$ cat src/core/rms_defs.svh
// Offsets, field positions, reset values and cycle counts of the reset/mode/watchdog block
`ifndef RMS_DEFS_SVH
`define RMS_DEFS_SVH

// Register indices; byte address is four times the index
`define RMS_IDX_OPTION 6'h1D
`define RMS_IDX_CMD 6'h20
`define RMS_IDX_STATUS 6'h21
`define RMS_IDX_RESULT 6'h22

// Option configuration register
`define RMS_OPTION_RESET 8'h40
`define RMS_OPT_WDOG_BIT 6

// Command register bits (write only)
`define RMS_CMD_WAIT_BIT 0
`define RMS_CMD_STOP_BIT 1
`define RMS_CMD_SERVICE_BIT 2

// Self-test result register bits (write only)
`define RMS_RES_PASS_BIT 7
`define RMS_RES_FAIL_BIT 6
`define RMS_RES_UNIT_MSB 3

// Status register field positions
`define RMS_ST_SELFCHK_BIT 0
`define RMS_ST_LATCHED_BIT 1
`define RMS_ST_WDOG_BIT 2
`define RMS_ST_LP_LSB 4
`define RMS_ST_LED_LSB 8
`define RMS_ST_FAILED_BIT 12

// Self-test program location
`define RMS_SELFTEST_BASE 16'h1600
`define RMS_SELFTEST_END 16'h17FF

// Timing, in processor clock cycles
`define RMS_WDOG_TIMEOUT_CYC 114688
`define RMS_WDOG_RST_CYC 2'h2
`define RMS_STOP_RECOVER_CYC 12'hFE0
`define RMS_MODE_LATCH_CYC 2'h1
`define RMS_MODE_HOLD_CYC 2'h2

// Report LED codes, 1 = LED off
`define RMS_LED_IDLE 4'hF
`define RMS_LED_PORTA 4'hF
`define RMS_LED_PORTB 4'hE
`define RMS_LED_PORTC 4'hD
`define RMS_LED_RAM 4'hC
`define RMS_LED_ROM 4'hB
`define RMS_LED_IRQ 4'hA
`define RMS_LED_KEYPRESS 4'h9
`define RMS_LED_TIMER 4'h7
`define RMS_LED_PWM 4'h6

`endif

$ cat src/core/rms_pkg.sv
// Types shared by the reset/mode/watchdog block
package rms_pkg;

  // Low-power state, one-hot
  typedef enum logic [3:0] {
    LP_RUN = 4'h1,
    LP_WAIT = 4'h2,
    LP_STOP = 4'h4,
    LP_RECOVER = 4'h8
  } lp_state_e;

  // Unit identifiers reported by the self-test program
  typedef enum logic [3:0] {
    UNIT_PORTA = 4'h0,
    UNIT_PORTB = 4'h1,
    UNIT_PORTC = 4'h2,
    UNIT_RAM = 4'h3,
    UNIT_ROM = 4'h4,
    UNIT_IRQ = 4'h5,
    UNIT_KEYPRESS = 4'h6,
    UNIT_TIMER = 4'h7,
    UNIT_PWM = 4'h8
  } unit_e;

endpackage : rms_pkg

$ cat src/core/reset_mode_select_watchdog_stop.sv
// Reset-time mode selection, liveness watchdog and stop/wait handling
//
// Functional notes
// - Every reset, including a watchdog reset, leaves the watchdog enabled.
// - Writing zero to option bit 6 disables the watchdog.
// - With the watchdog enabled a stop request is executed as wait.
// - A watchdog timeout resets the device, also during wait.
// - Normal interrupt level at reset release selects user mode.
// - Elevated interrupt level plus mode pin high selects self-check mode.
// - Mode pin is latched within two cycles of reset release, then freed.
// - Self-check branches to the test program at 1600-17FF and repeats.
// - Passing self-check toggles the four report LEDs.
// - A failure holds a steady four-bit fault code on the LEDs.
//
// The Wishbone register port was left to the implementer.
`timescale 1ns/100ps
`default_nettype none
`include "rms_defs.svh"

module reset_mode_select_watchdog_stop #(
  parameter int unsigned WDOG_TIMEOUT_CYC = `RMS_WDOG_TIMEOUT_CYC,
  parameter logic [15:0] USER_VECTOR = 16'h0000
) (
  // Clock and reset
  input wire logic clk_i,
  input wire logic rst_i,
  // Wishbone slave
  input wire logic wb_cyc_i,
  input wire logic wb_stb_i,
  input wire logic wb_we_i,
  input wire logic [7:0] wb_adr_i,
  input wire logic [3:0] wb_sel_i,
  input wire logic [31:0] wb_dat_i,
  output logic [31:0] wb_dat_o,
  output logic wb_ack_o,
  // Pins from the board or fixture
  input wire logic irq_n_i,
  input wire logic irq_hv_i,
  input wire logic mode_select_pin_i,
  // Clock and reset control toward the core
  output logic cpu_clk_en_o,
  output logic osc_en_o,
  output logic wdog_reset_o,
  // Mode and program start
  output logic self_check_mode_o,
  output logic [15:0] boot_vector_o,
  output logic selftest_restart_o,
  // Report LEDs
  output logic report_led_3_o,
  output logic report_led_2_o,
  output logic report_led_1_o,
  output logic report_led_0_o
);

  // Pin synchronisers: index 0 irq_n, 1 irq_hv, 2 mode pin
  logic [2:0] pin_meta_ff;
  logic [2:0] pin_sync_ff;
  logic [2:0] pin_raw;

  logic int_rst;
  logic [1:0] wdog_rst_cnt_ff;
  logic wdog_reset_ff;
  logic wdog_timeout;

  logic [1:0] rel_cnt_ff;
  logic mode_latched_ff;
  logic self_check_ff;
  logic [15:0] boot_vector_ff;
  logic restart_ff;

  logic [7:0] option_ff;
  logic wdog_en;

  rms_pkg::lp_state_e lp_ff;
  rms_pkg::lp_state_e nxt_lp;
  logic [11:0] recover_cnt_ff;
  logic cpu_clk_en_ff;
  logic osc_en_ff;

  logic ack_ff;
  logic [31:0] dat_ff;
  logic bus_req;
  logic wr_done;
  logic [5:0] reg_idx;
  logic cmd_wait;
  logic cmd_stop;
  logic cmd_service;
  logic res_pass;
  logic res_fail;
  logic wake;
  logic [3:0] led;
  logic failed;
  logic [3:0] led_ff;

  assign pin_raw = {mode_select_pin_i, irq_hv_i, irq_n_i};

  // Two flops per pin; only the second stage is read by logic
  genvar g;
  generate
    for (g = 0; g < 3; g++)
    begin : g_pin_sync
      always_ff @(posedge clk_i)
      begin
        pin_meta_ff[g] <= pin_raw[g];
        pin_sync_ff[g] <= pin_meta_ff[g];
      end
    end
  endgenerate

  // Internal reset covers the pin reset and the watchdog reset pulse
  assign int_rst = rst_i | wdog_reset_ff;

  // Watchdog reset pulse: at least 1.5 cycles wide, so two cycles
  always_ff @(posedge clk_i)
  begin
    if (rst_i)
    begin
      wdog_rst_cnt_ff <= 2'h0;
      wdog_reset_ff <= 1'b0;
    end
    else if (wdog_timeout)
    begin
      wdog_rst_cnt_ff <= `RMS_WDOG_RST_CYC - 2'h1;
      wdog_reset_ff <= 1'b1;
    end
    else if (wdog_rst_cnt_ff != 2'h0)
    begin
      wdog_rst_cnt_ff <= wdog_rst_cnt_ff - 2'h1;
      wdog_reset_ff <= 1'b1;
    end
    else
    begin
      wdog_reset_ff <= 1'b0;
    end
  end

  // Cycles since reset release; the mode is sampled once inside the window
  always_ff @(posedge clk_i)
  begin
    if (int_rst)
      rel_cnt_ff <= 2'h0;
    else if (rel_cnt_ff != `RMS_MODE_HOLD_CYC)
      rel_cnt_ff <= rel_cnt_ff + 2'h1;
  end

  // Mode latch; after it the mode pin and irq pin go back to normal use
  always_ff @(posedge clk_i)
  begin
    if (int_rst)
    begin
      mode_latched_ff <= 1'b0;
      self_check_ff <= 1'b0;
      boot_vector_ff <= USER_VECTOR;
    end
    else if (!mode_latched_ff && rel_cnt_ff == `RMS_MODE_LATCH_CYC)
    begin
      mode_latched_ff <= 1'b1;
      // Elevated irq level alone is not enough: the mode pin must be high too
      self_check_ff <= pin_sync_ff[1] & pin_sync_ff[2];
      boot_vector_ff <= (pin_sync_ff[1] & pin_sync_ff[2]) ? `RMS_SELFTEST_BASE
                                                          : USER_VECTOR;
    end
  end

  // Option register; the watchdog enable can only be cleared until reset
  always_ff @(posedge clk_i)
  begin
    if (int_rst)
      option_ff <= `RMS_OPTION_RESET;
    else if (wr_done && reg_idx == `RMS_IDX_OPTION)
    begin
      option_ff <= wb_dat_i[7:0];
      option_ff[`RMS_OPT_WDOG_BIT] <= option_ff[`RMS_OPT_WDOG_BIT]
                                      & wb_dat_i[`RMS_OPT_WDOG_BIT];
    end
  end

  assign wdog_en = option_ff[`RMS_OPT_WDOG_BIT];

  // Wishbone decode
  assign bus_req = wb_cyc_i & wb_stb_i;
  assign wr_done = bus_req & wb_we_i & ack_ff & wb_sel_i[0];
  assign reg_idx = wb_adr_i[7:2];
  assign cmd_wait = wr_done && reg_idx == `RMS_IDX_CMD && wb_dat_i[`RMS_CMD_WAIT_BIT];
  assign cmd_stop = wr_done && reg_idx == `RMS_IDX_CMD && wb_dat_i[`RMS_CMD_STOP_BIT];
  assign cmd_service = wr_done && reg_idx == `RMS_IDX_CMD
                       && wb_dat_i[`RMS_CMD_SERVICE_BIT];
  assign res_pass = wr_done && reg_idx == `RMS_IDX_RESULT
                    && wb_dat_i[`RMS_RES_PASS_BIT];
  assign res_fail = wr_done && reg_idx == `RMS_IDX_RESULT
                    && wb_dat_i[`RMS_RES_FAIL_BIT];

  // Ack one cycle after the request, dropped the cycle after
  always_ff @(posedge clk_i)
  begin
    if (rst_i)
      ack_ff <= 1'b0;
    else
      ack_ff <= bus_req & ~ack_ff;
  end

  // Read data captured with the ack; unmapped and write-only reads give zero
  always_ff @(posedge clk_i)
  begin
    if (rst_i)
      dat_ff <= 32'h00000000;
    else if (bus_req && !ack_ff && !wb_we_i)
    begin
      if (reg_idx == `RMS_IDX_OPTION)
        dat_ff <= {24'h000000, option_ff};
      else if (reg_idx == `RMS_IDX_STATUS)
      begin
        dat_ff <= 32'h00000000;
        dat_ff[`RMS_ST_SELFCHK_BIT] <= self_check_ff;
        dat_ff[`RMS_ST_LATCHED_BIT] <= mode_latched_ff;
        dat_ff[`RMS_ST_WDOG_BIT] <= wdog_en;
        dat_ff[`RMS_ST_LP_LSB +: 4] <= lp_ff;
        dat_ff[`RMS_ST_LED_LSB +: 4] <= led_ff;
        dat_ff[`RMS_ST_FAILED_BIT] <= failed;
      end
      else
        dat_ff <= 32'h00000000;
    end
  end

  // An asserted, non-masked interrupt wakes the core
  assign wake = ~pin_sync_ff[0];

  // Low-power state machine; commands are only heard while running
  always_comb
  begin
    nxt_lp = lp_ff;
    case (lp_ff)
      rms_pkg::LP_RUN:
      begin
        if (cmd_stop && !wdog_en)
          nxt_lp = rms_pkg::LP_STOP;
        else if (cmd_stop || cmd_wait)
          nxt_lp = rms_pkg::LP_WAIT;
      end
      rms_pkg::LP_WAIT:
        if (wake)
          nxt_lp = rms_pkg::LP_RUN;
      rms_pkg::LP_STOP:
        if (wake)
          nxt_lp = rms_pkg::LP_RECOVER;
      rms_pkg::LP_RECOVER:
        if (recover_cnt_ff == 12'h000)
          nxt_lp = rms_pkg::LP_RUN;
      default: nxt_lp = rms_pkg::LP_RUN;
    endcase
  end

  // State, oscillator restart delay and clock gates toward the core
  always_ff @(posedge clk_i)
  begin
    if (int_rst)
    begin
      lp_ff <= rms_pkg::LP_RUN;
      recover_cnt_ff <= 12'h000;
      cpu_clk_en_ff <= 1'b1;
      osc_en_ff <= 1'b1;
    end
    else
    begin
      lp_ff <= nxt_lp;
      if (nxt_lp == rms_pkg::LP_RECOVER && lp_ff == rms_pkg::LP_STOP)
        recover_cnt_ff <= `RMS_STOP_RECOVER_CYC - 12'h001;
      else if (recover_cnt_ff != 12'h000)
        recover_cnt_ff <= recover_cnt_ff - 12'h001;
      cpu_clk_en_ff <= (nxt_lp == rms_pkg::LP_RUN);
      osc_en_ff <= (nxt_lp != rms_pkg::LP_STOP);
    end
  end

  // Watchdog keeps counting in wait; it cannot meet stop while enabled
  liveness_watchdog #(
    .TIMEOUT_CYC(WDOG_TIMEOUT_CYC)
  ) u_watchdog (
    .clk_i(clk_i),
    .rst_i(int_rst),
    .run_i(wdog_en && lp_ff != rms_pkg::LP_STOP),
    .service_i(cmd_service),
    .timeout_o(wdog_timeout)
  );

  // Self-test restart: a pass sends the core back to the program start
  always_ff @(posedge clk_i)
  begin
    if (int_rst)
      restart_ff <= 1'b0;
    else
      restart_ff <= self_check_ff & res_pass & ~failed;
  end

  self_check_reporter u_reporter (
    .clk_i(clk_i),
    .rst_i(int_rst),
    .active_i(self_check_ff),
    .pass_i(res_pass),
    .fail_i(res_fail),
    .unit_i(wb_dat_i[`RMS_RES_UNIT_MSB:0]),
    .led_o(led),
    .failed_o(failed)
  );

  // LED copy kept as a flop here so the pins come straight from registers
  always_ff @(posedge clk_i)
  begin
    if (int_rst)
      led_ff <= `RMS_LED_IDLE;
    else
      led_ff <= led;
  end

  // Outputs
  assign wb_ack_o = ack_ff;
  assign wb_dat_o = dat_ff;
  assign cpu_clk_en_o = cpu_clk_en_ff;
  assign osc_en_o = osc_en_ff;
  assign wdog_reset_o = wdog_reset_ff;
  assign self_check_mode_o = self_check_ff;
  assign boot_vector_o = boot_vector_ff;
  assign selftest_restart_o = restart_ff;
  assign report_led_3_o = led_ff[3];
  assign report_led_2_o = led_ff[2];
  assign report_led_1_o = led_ff[1];
  assign report_led_0_o = led_ff[0];

endmodule : reset_mode_select_watchdog_stop

`default_nettype wire

$ cat src/core/liveness_watchdog.sv
// Liveness watchdog counter with service and timeout pulse
`timescale 1ns/100ps
`default_nettype none

module liveness_watchdog #(
  parameter int unsigned TIMEOUT_CYC = 114688
) (
  // Clock and reset
  input wire logic clk_i,
  input wire logic rst_i,
  // Control
  input wire logic run_i,
  input wire logic service_i,
  // Event
  output logic timeout_o
);

  logic [16:0] count_ff;
  logic timeout_ff;

  // Count while running; service or timeout restarts the period
  always_ff @(posedge clk_i)
  begin
    if (rst_i || service_i || !run_i)
    begin
      count_ff <= 17'h00000;
      timeout_ff <= 1'b0;
    end
    else if (count_ff == 17'(TIMEOUT_CYC - 1))
    begin
      count_ff <= 17'h00000;
      timeout_ff <= 1'b1;
    end
    else
    begin
      count_ff <= count_ff + 17'h00001;
      timeout_ff <= 1'b0;
    end
  end

  assign timeout_o = timeout_ff;

endmodule : liveness_watchdog

`default_nettype wire

$ cat src/core/self_check_reporter.sv
// Self-check LED reporter: flashes on pass, holds a fault code on fail
`timescale 1ns/100ps
`default_nettype none
`include "rms_defs.svh"

module self_check_reporter (
  // Clock and reset
  input wire logic clk_i,
  input wire logic rst_i,
  // Result events from the test program
  input wire logic active_i,
  input wire logic pass_i,
  input wire logic fail_i,
  input wire logic [3:0] unit_i,
  // Report
  output logic [3:0] led_o,
  output logic failed_o
);

  logic [3:0] led_ff;
  logic failed_ff;
  logic [3:0] fault_code;
  logic code_ok;

  // Unit to LED pattern; unknown units leave the report alone
  always_comb
  begin
    fault_code = `RMS_LED_IDLE;
    code_ok = 1'b1;
    case (unit_i)
      rms_pkg::UNIT_PORTA: fault_code = `RMS_LED_PORTA;
      rms_pkg::UNIT_PORTB: fault_code = `RMS_LED_PORTB;
      rms_pkg::UNIT_PORTC: fault_code = `RMS_LED_PORTC;
      rms_pkg::UNIT_RAM: fault_code = `RMS_LED_RAM;
      rms_pkg::UNIT_ROM: fault_code = `RMS_LED_ROM;
      rms_pkg::UNIT_IRQ: fault_code = `RMS_LED_IRQ;
      rms_pkg::UNIT_KEYPRESS: fault_code = `RMS_LED_KEYPRESS;
      rms_pkg::UNIT_TIMER: fault_code = `RMS_LED_TIMER;
      rms_pkg::UNIT_PWM: fault_code = `RMS_LED_PWM;
      default: code_ok = 1'b0;
    endcase
  end

  // A failure freezes the pattern until the next reset
  always_ff @(posedge clk_i)
  begin
    if (rst_i || !active_i)
    begin
      led_ff <= `RMS_LED_IDLE;
      failed_ff <= 1'b0;
    end
    else if (!failed_ff && fail_i && code_ok)
    begin
      led_ff <= fault_code;
      failed_ff <= 1'b1;
    end
    else if (!failed_ff && pass_i)
    begin
      led_ff <= ~led_ff;
    end
  end

  assign led_o = led_ff;
  assign failed_o = failed_ff;

endmodule : self_check_reporter

`default_nettype wire

$ cat config.mk
export PLATFORM = sky130hd
export DESIGN_NAME = reset_mode_select_watchdog_stop
export DESIGN_NICKNAME = d
export VERILOG_FILES = /design/src/core/rms_pkg.sv /design/src/core/reset_mode_select_watchdog_stop.sv /design/src/core/liveness_watchdog.sv /design/src/core/self_check_reporter.sv
export VERILOG_INCLUDE_DIRS = /design/src /design/src/core
export SDC_FILE = /design/constraint.sdc
export NUM_CORES = 1
export LEC_CHECK = 0
export ABC_AREA = 1
export ABC_CLOCK_PERIOD_IN_PS = 2200
export BUFFER_PORTS_ARGS = -buffer_cell sky130_fd_sc_hd__buf_2
export CORE_ASPECT_RATIO = 0.8
export CORE_MARGIN = 5
export CORE_UTILIZATION = 41
export DETAILED_ROUTE_END_ITERATION = 10
export PLACE_DENSITY = 0.62
export SYNTH_ARGS = -nofsm -noshare
export SYNTH_HDL_FRONTEND = slang
export SYNTH_SLANG_ARGS = --single-unit
$ cat constraint.sdc
create_clock -name clk_i -period 2.2 [get_ports clk_i]
set_clock_uncertainty 0.2 [all_clocks]
set_input_delay 0.22 -clock clk_i [delete_from_list [all_inputs] [get_ports clk_i]]
set_output_delay 0.22 -clock clk_i [all_outputs]
set_load 0.005 [all_outputs]
==> results of run 1 <==
path summary, 6_finish.rpt:
kind                               to  slack, ns         startpoint
setup reg to reg    recover_cnt_ff[2]       0.29  recover_cnt_ff[0]
hold / removal               wb_ack_o       0.02           wb_stb_i
setup / recovery  u_reporter.led_o[1]       0.22        wb_dat_i[1]
hold reg to reg        pin_sync_ff[0]       0.13     pin_meta_ff[0]
through the flow:
stage	hold slack [ns]	util, %
6_report	0.0238	48.8
5_1_grt	0.0439	48.8
4_1_cts	0.0143	48.8
3_5_place_dp	0.113	44.8
3_3_place_gp	0.114	44.8
2_1_floorplan	0.0477	-
layer usage:
layer  wire length, um  vias to the layer above
met1              4260                     1500
met2              3650                       99
li1                  -                     1778
met3               676                        9
met5                 0                        -
met4               112                        0
power by group through the flow:
stage / combinational (mW) / clock, mW / sequential [mW]
2_1_floorplan: 0.794 / 0 / 1.71
3_3_place_gp: 0.912 / 0 / 1.73
3_5_place_dp: 0.952 / 0 / 1.73
4_1_cts: 0.965 / 1.52 / 1.70
5_1_grt: 1.11 / 1.58 / 1.72
6_report: 0.959 / 1.48 / 1.70
flip-flops by register name, indices dropped and copies added (netlist names):
signal                cells
u_watchdog.count_ff      17
wb_dat_o                 13
recover_cnt_ff           12
option_ff                 8
led_ff                    4
lp_ff                     4
u_reporter.led_o          4
pin_meta_ff               3
pin_sync_ff               3
rel_cnt_ff                2
wdog_rst_cnt_ff           2
boot_vector_o             1
cpu_clk_en_o              1
mode_latched_ff           1
osc_en_o                  1
selftest_restart_o        1
u_reporter.failed_o       1
u_watchdog.timeout_o      1
wb_ack_o                  1
wdog_reset_o              1
synthesized netlist by cell type, drive strengths merged:
cell type	instances	share of area [%]
o211ai	6	1.3
o21ai	29	3.7
o21bai	1	0.19
a31o	1	0.22
a31oi	4	0.64
clkinv	1	0.096
nand4	12	1.9
inv	64	6.1
nand3b	1	0.19
ha	5	1.6
nand2	106	10
clkbuf	3	0.29
xnor2	3	0.67
nor3b	1	0.32
nor3	10	2.0
a21oi	36	4.6
buf	44	8.4
nor2	70	7.6
dfxtp	81	41
nand3	47	6.3
or2	5	0.80
xor2	6	1.3
conb	1	0.096
worst min-delay path, cell delays in order:
cell     delay, ns
buf_2         0.09
nand2_1       0.13
nor3_1        0.06
cells by family after synthesis:
| logic type | share of synthesized area [%] |
|---|---|
| DFF | 41.5 |
| AOI/OAI and AO/OA | 10.7 |
| adders and majority gates | 1.60 |
| xor gates and xnor gates | 2.02 |
| other | 0.0959 |
| buffers and inverters | 15.0 |
| and+or+nand+nor | 29.2 |
area by class of cell:
type	instances	area [um^2]
fill	913	4700
multi-input combinational	375	1820
sequential	81	1620
timing repair buffer	62	365
inverter	65	244
clock buffer	10	239
tap	115	144
clock inverter	5	56.3
==> impl_metrics.env, run 1 <==
export IMPL_fin_ws_ns=0.215
export IMPL_busiest_layer="met2"
export IMPL_min_path_type="primary input to register"
export IMPL_cts_path_max_buffers=2
export IMPL_path_cells="dlygate4sd3_1, buf_2, nor2_1, a21oi_1, nor2_1, nand2_1, nand2_1, nand2_1, nand2_1, nand3_1"
export IMPL_syn_area_per_cell_um2=7.28
export IMPL_nets=651
export IMPL_path_clk_slew_ns=0.06
export IMPL_cts_hold_buf=8
export IMPL_r2r_cells=8
export IMPL_grt_overflow=0
export IMPL_required_ns=2.21
export IMPL_pwr_share_clk_pct=35.6
export IMPL_rows=31
export IMPL_cp_depth=10
export IMPL_avgViaCountPerCell=4.75
export IMPL_cts_tree="built"
export IMPL_status="finished clean"
export IMPL_cp_slowest_cell="dlygate4sd3_1"
export IMPL_path_common_cell="nand2_1"
export IMPL_drc=0
export IMPL_grt_antenna_before_repair=0
export IMPL_root_buffer="clkbuf_16"
export IMPL_antenna_cells=0
export IMPL_critPathLaunchType="primary input"
export IMPL_rsz0062_at_grt="false"
export IMPL_dp_hpwl_um=6610
export IMPL_crit_buf_inv=2
export IMPL_totalNegativeSetupSlack_ns=0
export IMPL_syn_instance_count=537
export IMPL_finalSetupViolations=0
export IMPL_seqPwrFrac_pct=41.2
export IMPL_grt_pass1_vias=3082
export IMPL_ys_seq_area_share_pct=41.5
export IMPL_layout_commonest_cell="nand2_1"
export IMPL_p_total_mw=4.14
export IMPL_grt_usage_pct=15.2
export IMPL_cp_end_kind="register"
export IMPL_core_mm2=0.00919
export IMPL_p_per_area_mw_per_mm2=922
export IMPL_antenna_left=0
export IMPL_min_period_ns=1.98
export IMPL_drt_iter0_drc=175
export IMPL_drt_first_pass_iters=4
export IMPL_max_cap_viol_count=0
export IMPL_synth_ff_latch_count=81
export IMPL_fmaxAchievable_mhz=504
export IMPL_io_pins=110
export IMPL_path_max_fanout=11
export IMPL_placed_cells=690
export IMPL_synth_distinct_cells=36
export IMPL_syn_area_mm2=0.00391
export IMPL_portBuffers=48
export IMPL_drive_above_1_share_pct=15.1
export IMPL_place_congestion=0.828
export IMPL_final_cell_mix="nand2_1 (106), dfxtp_1 (81), nor2_1 (64), inv_1 (62), buf_2 (48)"
export IMPL_slowest_delay_ns=0.55
export IMPL_instances_no_fill=713
export IMPL_use_met1_pct=20.7
export IMPL_fin_area_mm2=0.00449
export IMPL_cts_sinks=81
export IMPL_post_drt_wl_per_cell_um=12.2
export IMPL_placed_cell_area_mm2=0.00412
export IMPL_post_cts_buffers=0
export IMPL_drv_slew=0
export IMPL_swShare_pct=30.8
export IMPL_leakage_nw=2.08
export IMPL_die_h_um=97.4
export IMPL_vias=3386
export IMPL_die_width_um=119
export IMPL_gr_usage_met2_pct=22.7
export IMPL_p_comb_share_pct=23.2
export IMPL_dieArea_mm2=0.0116
export IMPL_finalHoldViolCount=0
export IMPL_post_place_ws_ns=0.275
export IMPL_vdd_drop_max_uv=480
export IMPL_crit_arrival_ns=2.00
export IMPL_period_share_pct=90.2
export IMPL_crit_family="simple AND/OR/NAND/NOR gates"
export IMPL_finalWirelength_um=8710
export IMPL_grt_max_degree=24
export IMPL_min_delay_path_depth=3
export IMPL_internal_power_mw=2.86
export IMPL_post_cts_resized=0
export IMPL_htreeDepth=3
export IMPL_ys_warn_count=0
export IMPL_grt_pass1_wl_um=14400
export IMPL_p_sw_mw=1.28
export IMPL_cts_made_buffers=9
export IMPL_start_util_pct=42.5
export IMPL_grt_use_met3_pct=4.71
export IMPL_path_class="primary input to register"
export IMPL_area_growth_pct=14.8
export IMPL_clock_latency_ns=0.33
Note: power is estimated with default switching activity, not from simulation.
==> run 2: changes to the inputs <==
Settings changed: ABC_CLOCK_PERIOD_IN_PS 2200 to 2100.
Clock period 2.2 ns to 2.1 ns, I/O delays scaled along.
==> run 2 against run 1 <==
Against the previous run: first-iteration DRC count rose by 3.4%; cell count is 0.84% higher; worst setup slack got worse by 0.042 ns; register-to-register slack got worse by 0.12 ns; highest routed layer unchanged.
==> impl_metrics.env, run 2 (synthesized netlist as in run 1, its figures left out) <==
export IMPL_status="finished clean"
export IMPL_min_period_ns=1.93
export IMPL_clock_latency_ns=0.33
export IMPL_layout_commonest_cell="nand2_1"
export IMPL_p_per_area_mw_per_mm2=971
export IMPL_path_clk_slew_ns=0.06
export IMPL_cp_end_kind="register"
export IMPL_grt_antenna_before_repair=0
export IMPL_required_ns=2.09
export IMPL_fmaxAchievable_mhz=519
export IMPL_drive_above_1_share_pct=15.2
export IMPL_largest_register_ffs=17
export IMPL_path_common_cell="nand2_1"
export IMPL_crit_family="simple AND/OR/NAND/NOR gates"
export IMPL_drt_iter0_drc=181
export IMPL_post_drt_wl_per_cell_um=12.4
export IMPL_post_cts_buffers=0
export IMPL_place_congestion=0.864
export IMPL_dieArea_mm2=0.0116
export IMPL_max_cap_viol_count=0
export IMPL_finalSetupViolations=0
export IMPL_leakage_nw=2.10
export IMPL_grt_overflow=0
export IMPL_vias=3483
export IMPL_path_class="register to register"
export IMPL_grt_pass1_wl_um=14900
export IMPL_fillerInstances=882
export IMPL_worstMarginPinSlew_ns=0.538
export IMPL_cts_tree="built"
export IMPL_die_width_um=119
export IMPL_die_h_um=97.4
export IMPL_start_util_pct=42.5
export IMPL_root_buffer="clkbuf_16"
export IMPL_final_cell_mix="nand2_1 (105), dfxtp_1 (81), nor2_1 (64), inv_1 (62), buf_2 (48)"
export IMPL_finalWirelength_um=8910
export IMPL_regMostFlops="u_watchdog.count_ff"
export IMPL_critPathLaunchType="register"
export IMPL_grt_max_degree=24
export IMPL_grt_usage_pct=15.5
export IMPL_slew_limit_headroom_pct=64.0
export IMPL_drv_slew=0
export IMPL_cts_sinks=81
export IMPL_period_share_pct=91.7
export IMPL_path_max_fanout=8
export IMPL_slowest_delay_ns=0.31
export IMPL_crit_buf_inv=2
export IMPL_htreeDepth=3
export IMPL_io_pins=110
export IMPL_crit_arrival_ns=1.92
export IMPL_area_growth_pct=16.3
export IMPL_drt_first_pass_iters=5
export IMPL_cts_path_max_buffers=2
export IMPL_vdd_drop_max_uv=478
export IMPL_grt_pass1_vias=3127
export IMPL_rows=31
export IMPL_cp_slowest_cell="dfxtp_1"
export IMPL_cts_made_buffers=9
export IMPL_finalHoldViolCount=0
export IMPL_avgViaCountPerCell=4.84
export IMPL_portBuffers=48
export IMPL_core_mm2=0.00919
export IMPL_min_path_type="primary input to register"
export IMPL_path_cells="inv_1, ha_1, nand2_1, nor2_2, nand2_1, buf_4, nand3_1, a31oi_1"
export IMPL_antenna_cells=0
export IMPL_post_place_ws_ns=0.202
export IMPL_dp_hpwl_um=6610
export IMPL_nets=656
export IMPL_totalNegativeSetupSlack_ns=0
export IMPL_drc=0
export IMPL_antenna_left=0
export IMPL_fin_ws_ns=0.173
export IMPL_rsz0062_at_grt="false"
## run 2: cell types whose count changed in the layout (fill, tap and decap cells not counted), sizes merged
cell	before	now
dlygate4sd3	8	12
clkinv	4	1
inv	64	66
buf	54	55
clkbuf	10	11
clkinvlp	1	2
## run 2: worst reg2reg max path, cell delays in order, from the launching register on
cell and delay [ns]:
dfxtp_1 0.31, inv_1 0.15, ha_1 0.26, nand2_1 0.12
nor2_2 0.16, nand2_1 0.20, buf_4 0.23, nand3_1 0.08
a31oi_1 0.08
## run 2: through the flow
stage / utilization, % / cells / total power [mW] / instance area, um^2 / hold WS (ns)
2_1_floorplan: - / 568 / 2.63 / 4030 / 0.0377
3_3_place_gp: 44.8 / 691 / 2.79 / 4120 / 0.113
3_5_place_dp: 44.8 / 691 / 2.83 / 4120 / 0.114
4_1_cts: 49.5 / 719 / 4.45 / 4550 / 0.0211
5_1_grt: 49.5 / 719 / 4.69 / 4550 / 0.0480
6_report: 49.5 / 719 / 4.42 / 4550 / 0.0226
## run 2: where the power goes
part | leakage [nW] | internal (mW) | switching [mW]
logic | 1.30 | 0.401 | 0.631
registers | 0.660 | 1.68 | 0.113
clock network | 0.143 | 0.962 | 0.635
## run 2: worst paths after layout
check	from	to	slack (ns)	depth (start not counted)
worst max-delay path	recover_cnt_ff[0]	recover_cnt_ff[2]	0.17	8
worst max register to register	recover_cnt_ff[0]	recover_cnt_ff[2]	0.17	8
worst min register to register	pin_meta_ff[0]	pin_sync_ff[0]	0.13	0
worst min-delay path	rst_i	wb_dat_o[3]	0.02	2
## run 2: cell type report
class	count	area, um^2	share of cell area [%]
multi-input cells	375	1820	40.1
flip-flops and latches	81	1620	35.6
repair buffers	67	413	9.07
inverters	65	244	5.36
clock buffers	11	243	5.33
well taps	115	144	3.16
clock inverters	5	62.6	1.37
## run 2: layer usage
| layer | GRT usage, % | wire length (um) | vias to the layer above | part of all wire [%] |
|---|---|---|---|---|
| li1 | - | - | 1791 | - |
| met1 | 21.6 | 4390 | 1575 | 49 |
| met2 | 23.0 | 3810 | 109 | 43 |
| met3 | 4.83 | 627 | 8 | 7.0 |
| met4 | 4.19 | 82 | 0 | 0.92 |
| met5 | 0 | 0 | - | 0 |
## run 2: repair_timing
item / in CTS / in global routing
hold buffers: 12 / 0
setup endpoints to repair: 0 / 2
hold endpoints to repair: 11 / 0
resized for setup: 0 / 1
==> run 3: changes to the inputs <==
Settings changed: CELL_PAD_IN_SITES_DETAIL_PLACEMENT from default to 0, CELL_PAD_IN_SITES_GLOBAL_PLACEMENT from default to 1, CORE_UTILIZATION 41 to 37, PLACE_DENSITY 0.62 to 0.77.
==> run 3 against run 2 <==
Against the previous run: via count shrank 2.4%; total power rose by 0.71%; first-iteration DRC count increased by 2.8%.
==> impl_metrics.env, run 3 (synthesized netlist as in run 1, its figures left out) <==
export IMPL_status="finished clean"
export IMPL_die_width_um=125
export IMPL_leakage_nw=2.11
export IMPL_post_cts_buffers=0
export IMPL_grt_pass1_wl_um=14400
export IMPL_grt_usage_pct=13.9
export IMPL_htreeDepth=3
export IMPL_root_buffer="clkbuf_16"
export IMPL_cts_made_buffers=9
export IMPL_antenna_left=0
export IMPL_rsz0062_at_grt="false"
export IMPL_rows=33
export IMPL_start_util_pct=38.0
export IMPL_final_cell_mix="nand2_1 (106), dfxtp_1 (81), nor2_1 (64), inv_1 (62), buf_2 (48)"
export IMPL_path_class="primary input to register"
export IMPL_drv_slew=0
export IMPL_grt_antenna_before_repair=0
export IMPL_fin_ws_ns=0.174
export IMPL_vdd_drop_max_uv=469
export IMPL_finalSetupViolations=0
export IMPL_largest_register_ffs=17
export IMPL_layout_commonest_cell="nand2_1"
export IMPL_portBuffers=48
export IMPL_path_clk_slew_ns=0.06
export IMPL_drive_above_1_share_pct=15.4
export IMPL_post_place_ws_ns=0.242
export IMPL_path_max_fanout=11
export IMPL_drt_first_pass_iters=5
export IMPL_clock_latency_ns=0.33
export IMPL_cts_sinks=81
export IMPL_critPathLaunchType="primary input"
export IMPL_core_mm2=0.0103
export IMPL_avgViaCountPerCell=4.58
export IMPL_fmaxAchievable_mhz=519
export IMPL_cts_path_max_buffers=2
export IMPL_die_h_um=102
export IMPL_place_congestion=0.817
export IMPL_p_per_area_mw_per_mm2=973
export IMPL_finalWirelength_um=8810
export IMPL_antenna_cells=0
export IMPL_dieArea_mm2=0.0127
export IMPL_grt_max_degree=24
export IMPL_min_path_type="primary input to register"
export IMPL_finalHoldViolCount=0
export IMPL_required_ns=2.11
export IMPL_crit_arrival_ns=1.94
export IMPL_drt_iter0_drc=186
export IMPL_post_drt_wl_per_cell_um=11.9
export IMPL_drc=0
export IMPL_period_share_pct=91.7
export IMPL_max_cap_viol_count=0
export IMPL_grt_pass1_vias=3092
export IMPL_io_pins=110
export IMPL_grt_overflow=0
export IMPL_totalNegativeSetupSlack_ns=0
export IMPL_min_period_ns=1.93
export IMPL_cp_end_kind="register"
export IMPL_cts_tree="built"
export IMPL_nets=655
export IMPL_regMostFlops="u_watchdog.count_ff"
export IMPL_dp_hpwl_um=6690
export IMPL_vias=3400
export IMPL_post_cts_resized=0
export IMPL_area_growth_pct=17.0
## run 3: cell types whose count changed in the layout (fill, tap and decap cells not counted), sizes merged
cell / previous run / this run
clkbuf: 11 / 13
buf: 55 / 57
dlygate4sd3: 12 / 9
clkinvlp: 2 / 1
inv: 66 / 65
## run 3: metal layers
metal / vias up / track usage, % / wire length (um)
met5: - / 0 / 0
met4: 0 / 3.75 / 66
met3: 8 / 4.34 / 500
met2: 81 / 20.8 / 3690
met1: 1536 / 19.6 / 4550
li1: 1775 / - / -
## run 3: repair_timing
action | 4_1_cts | 5_1_grt
endpoints found under the setup margin | 0 | 0
hold buffers | 9 | 0
endpoints found under the hold margin | 9 | 0
## run 3: worst paths after layout
path / from / end / slack, ns / cells past startpoint
min reg2reg: pin_meta_ff[1] / pin_sync_ff[1] / 0.13 / 0
max reg2reg: u_watchdog.count_ff[0] / u_watchdog.count_ff[15] / 0.27 / 8
max: wb_dat_i[1] / u_reporter.led_o[0] / 0.17 / 10
min: wb_stb_i / wb_ack_o / 0.01 / 3
## run 3: power by group
group / total [mW] / internal (mW) / switching, mW
sequential: 1.78 / 1.68 / 0.105
clock: 1.63 / 1.02 / 0.611
combinational: 1.04 / 0.408 / 0.627
## run 3: layout make-up
class / instances / area [um^2]
sequential: 81 / 1620
clock inverter: 3 / 46.3
clock buffer: 13 / 270
timing repair buffer: 66 / 398
tap: 140 / 175
inverter: 65 / 244
multi-input combinational: 375 / 1820
fill: 1055 / 5710
## run 3: worst max-delay path: stages
cell and delay, ns:
dlygate4sd3_1 0.53, buf_2 0.16, nor2_1 0.20, a21oi_1 0.10, nor2_1 0.19, nand2_1 0.26, nand2_1 0.12, nand2_1 0.05
nand2_1 0.05, nand3_1 0.06
## run 3: stage by stage
step	instance area, um^2	cells	total power [mW]	hold WS [ns]	util, %
after global placement	4170	718	2.81	0.115	40.6
final	4580	743	4.45	0.0121	44.5
after detailed placement	4170	718	2.84	0.112	40.6
after global routing	4580	743	4.74	0.0390	44.5
after floorplan	4030	568	2.63	0.0377	-
after CTS	4580	743	4.51	0.00199	44.5
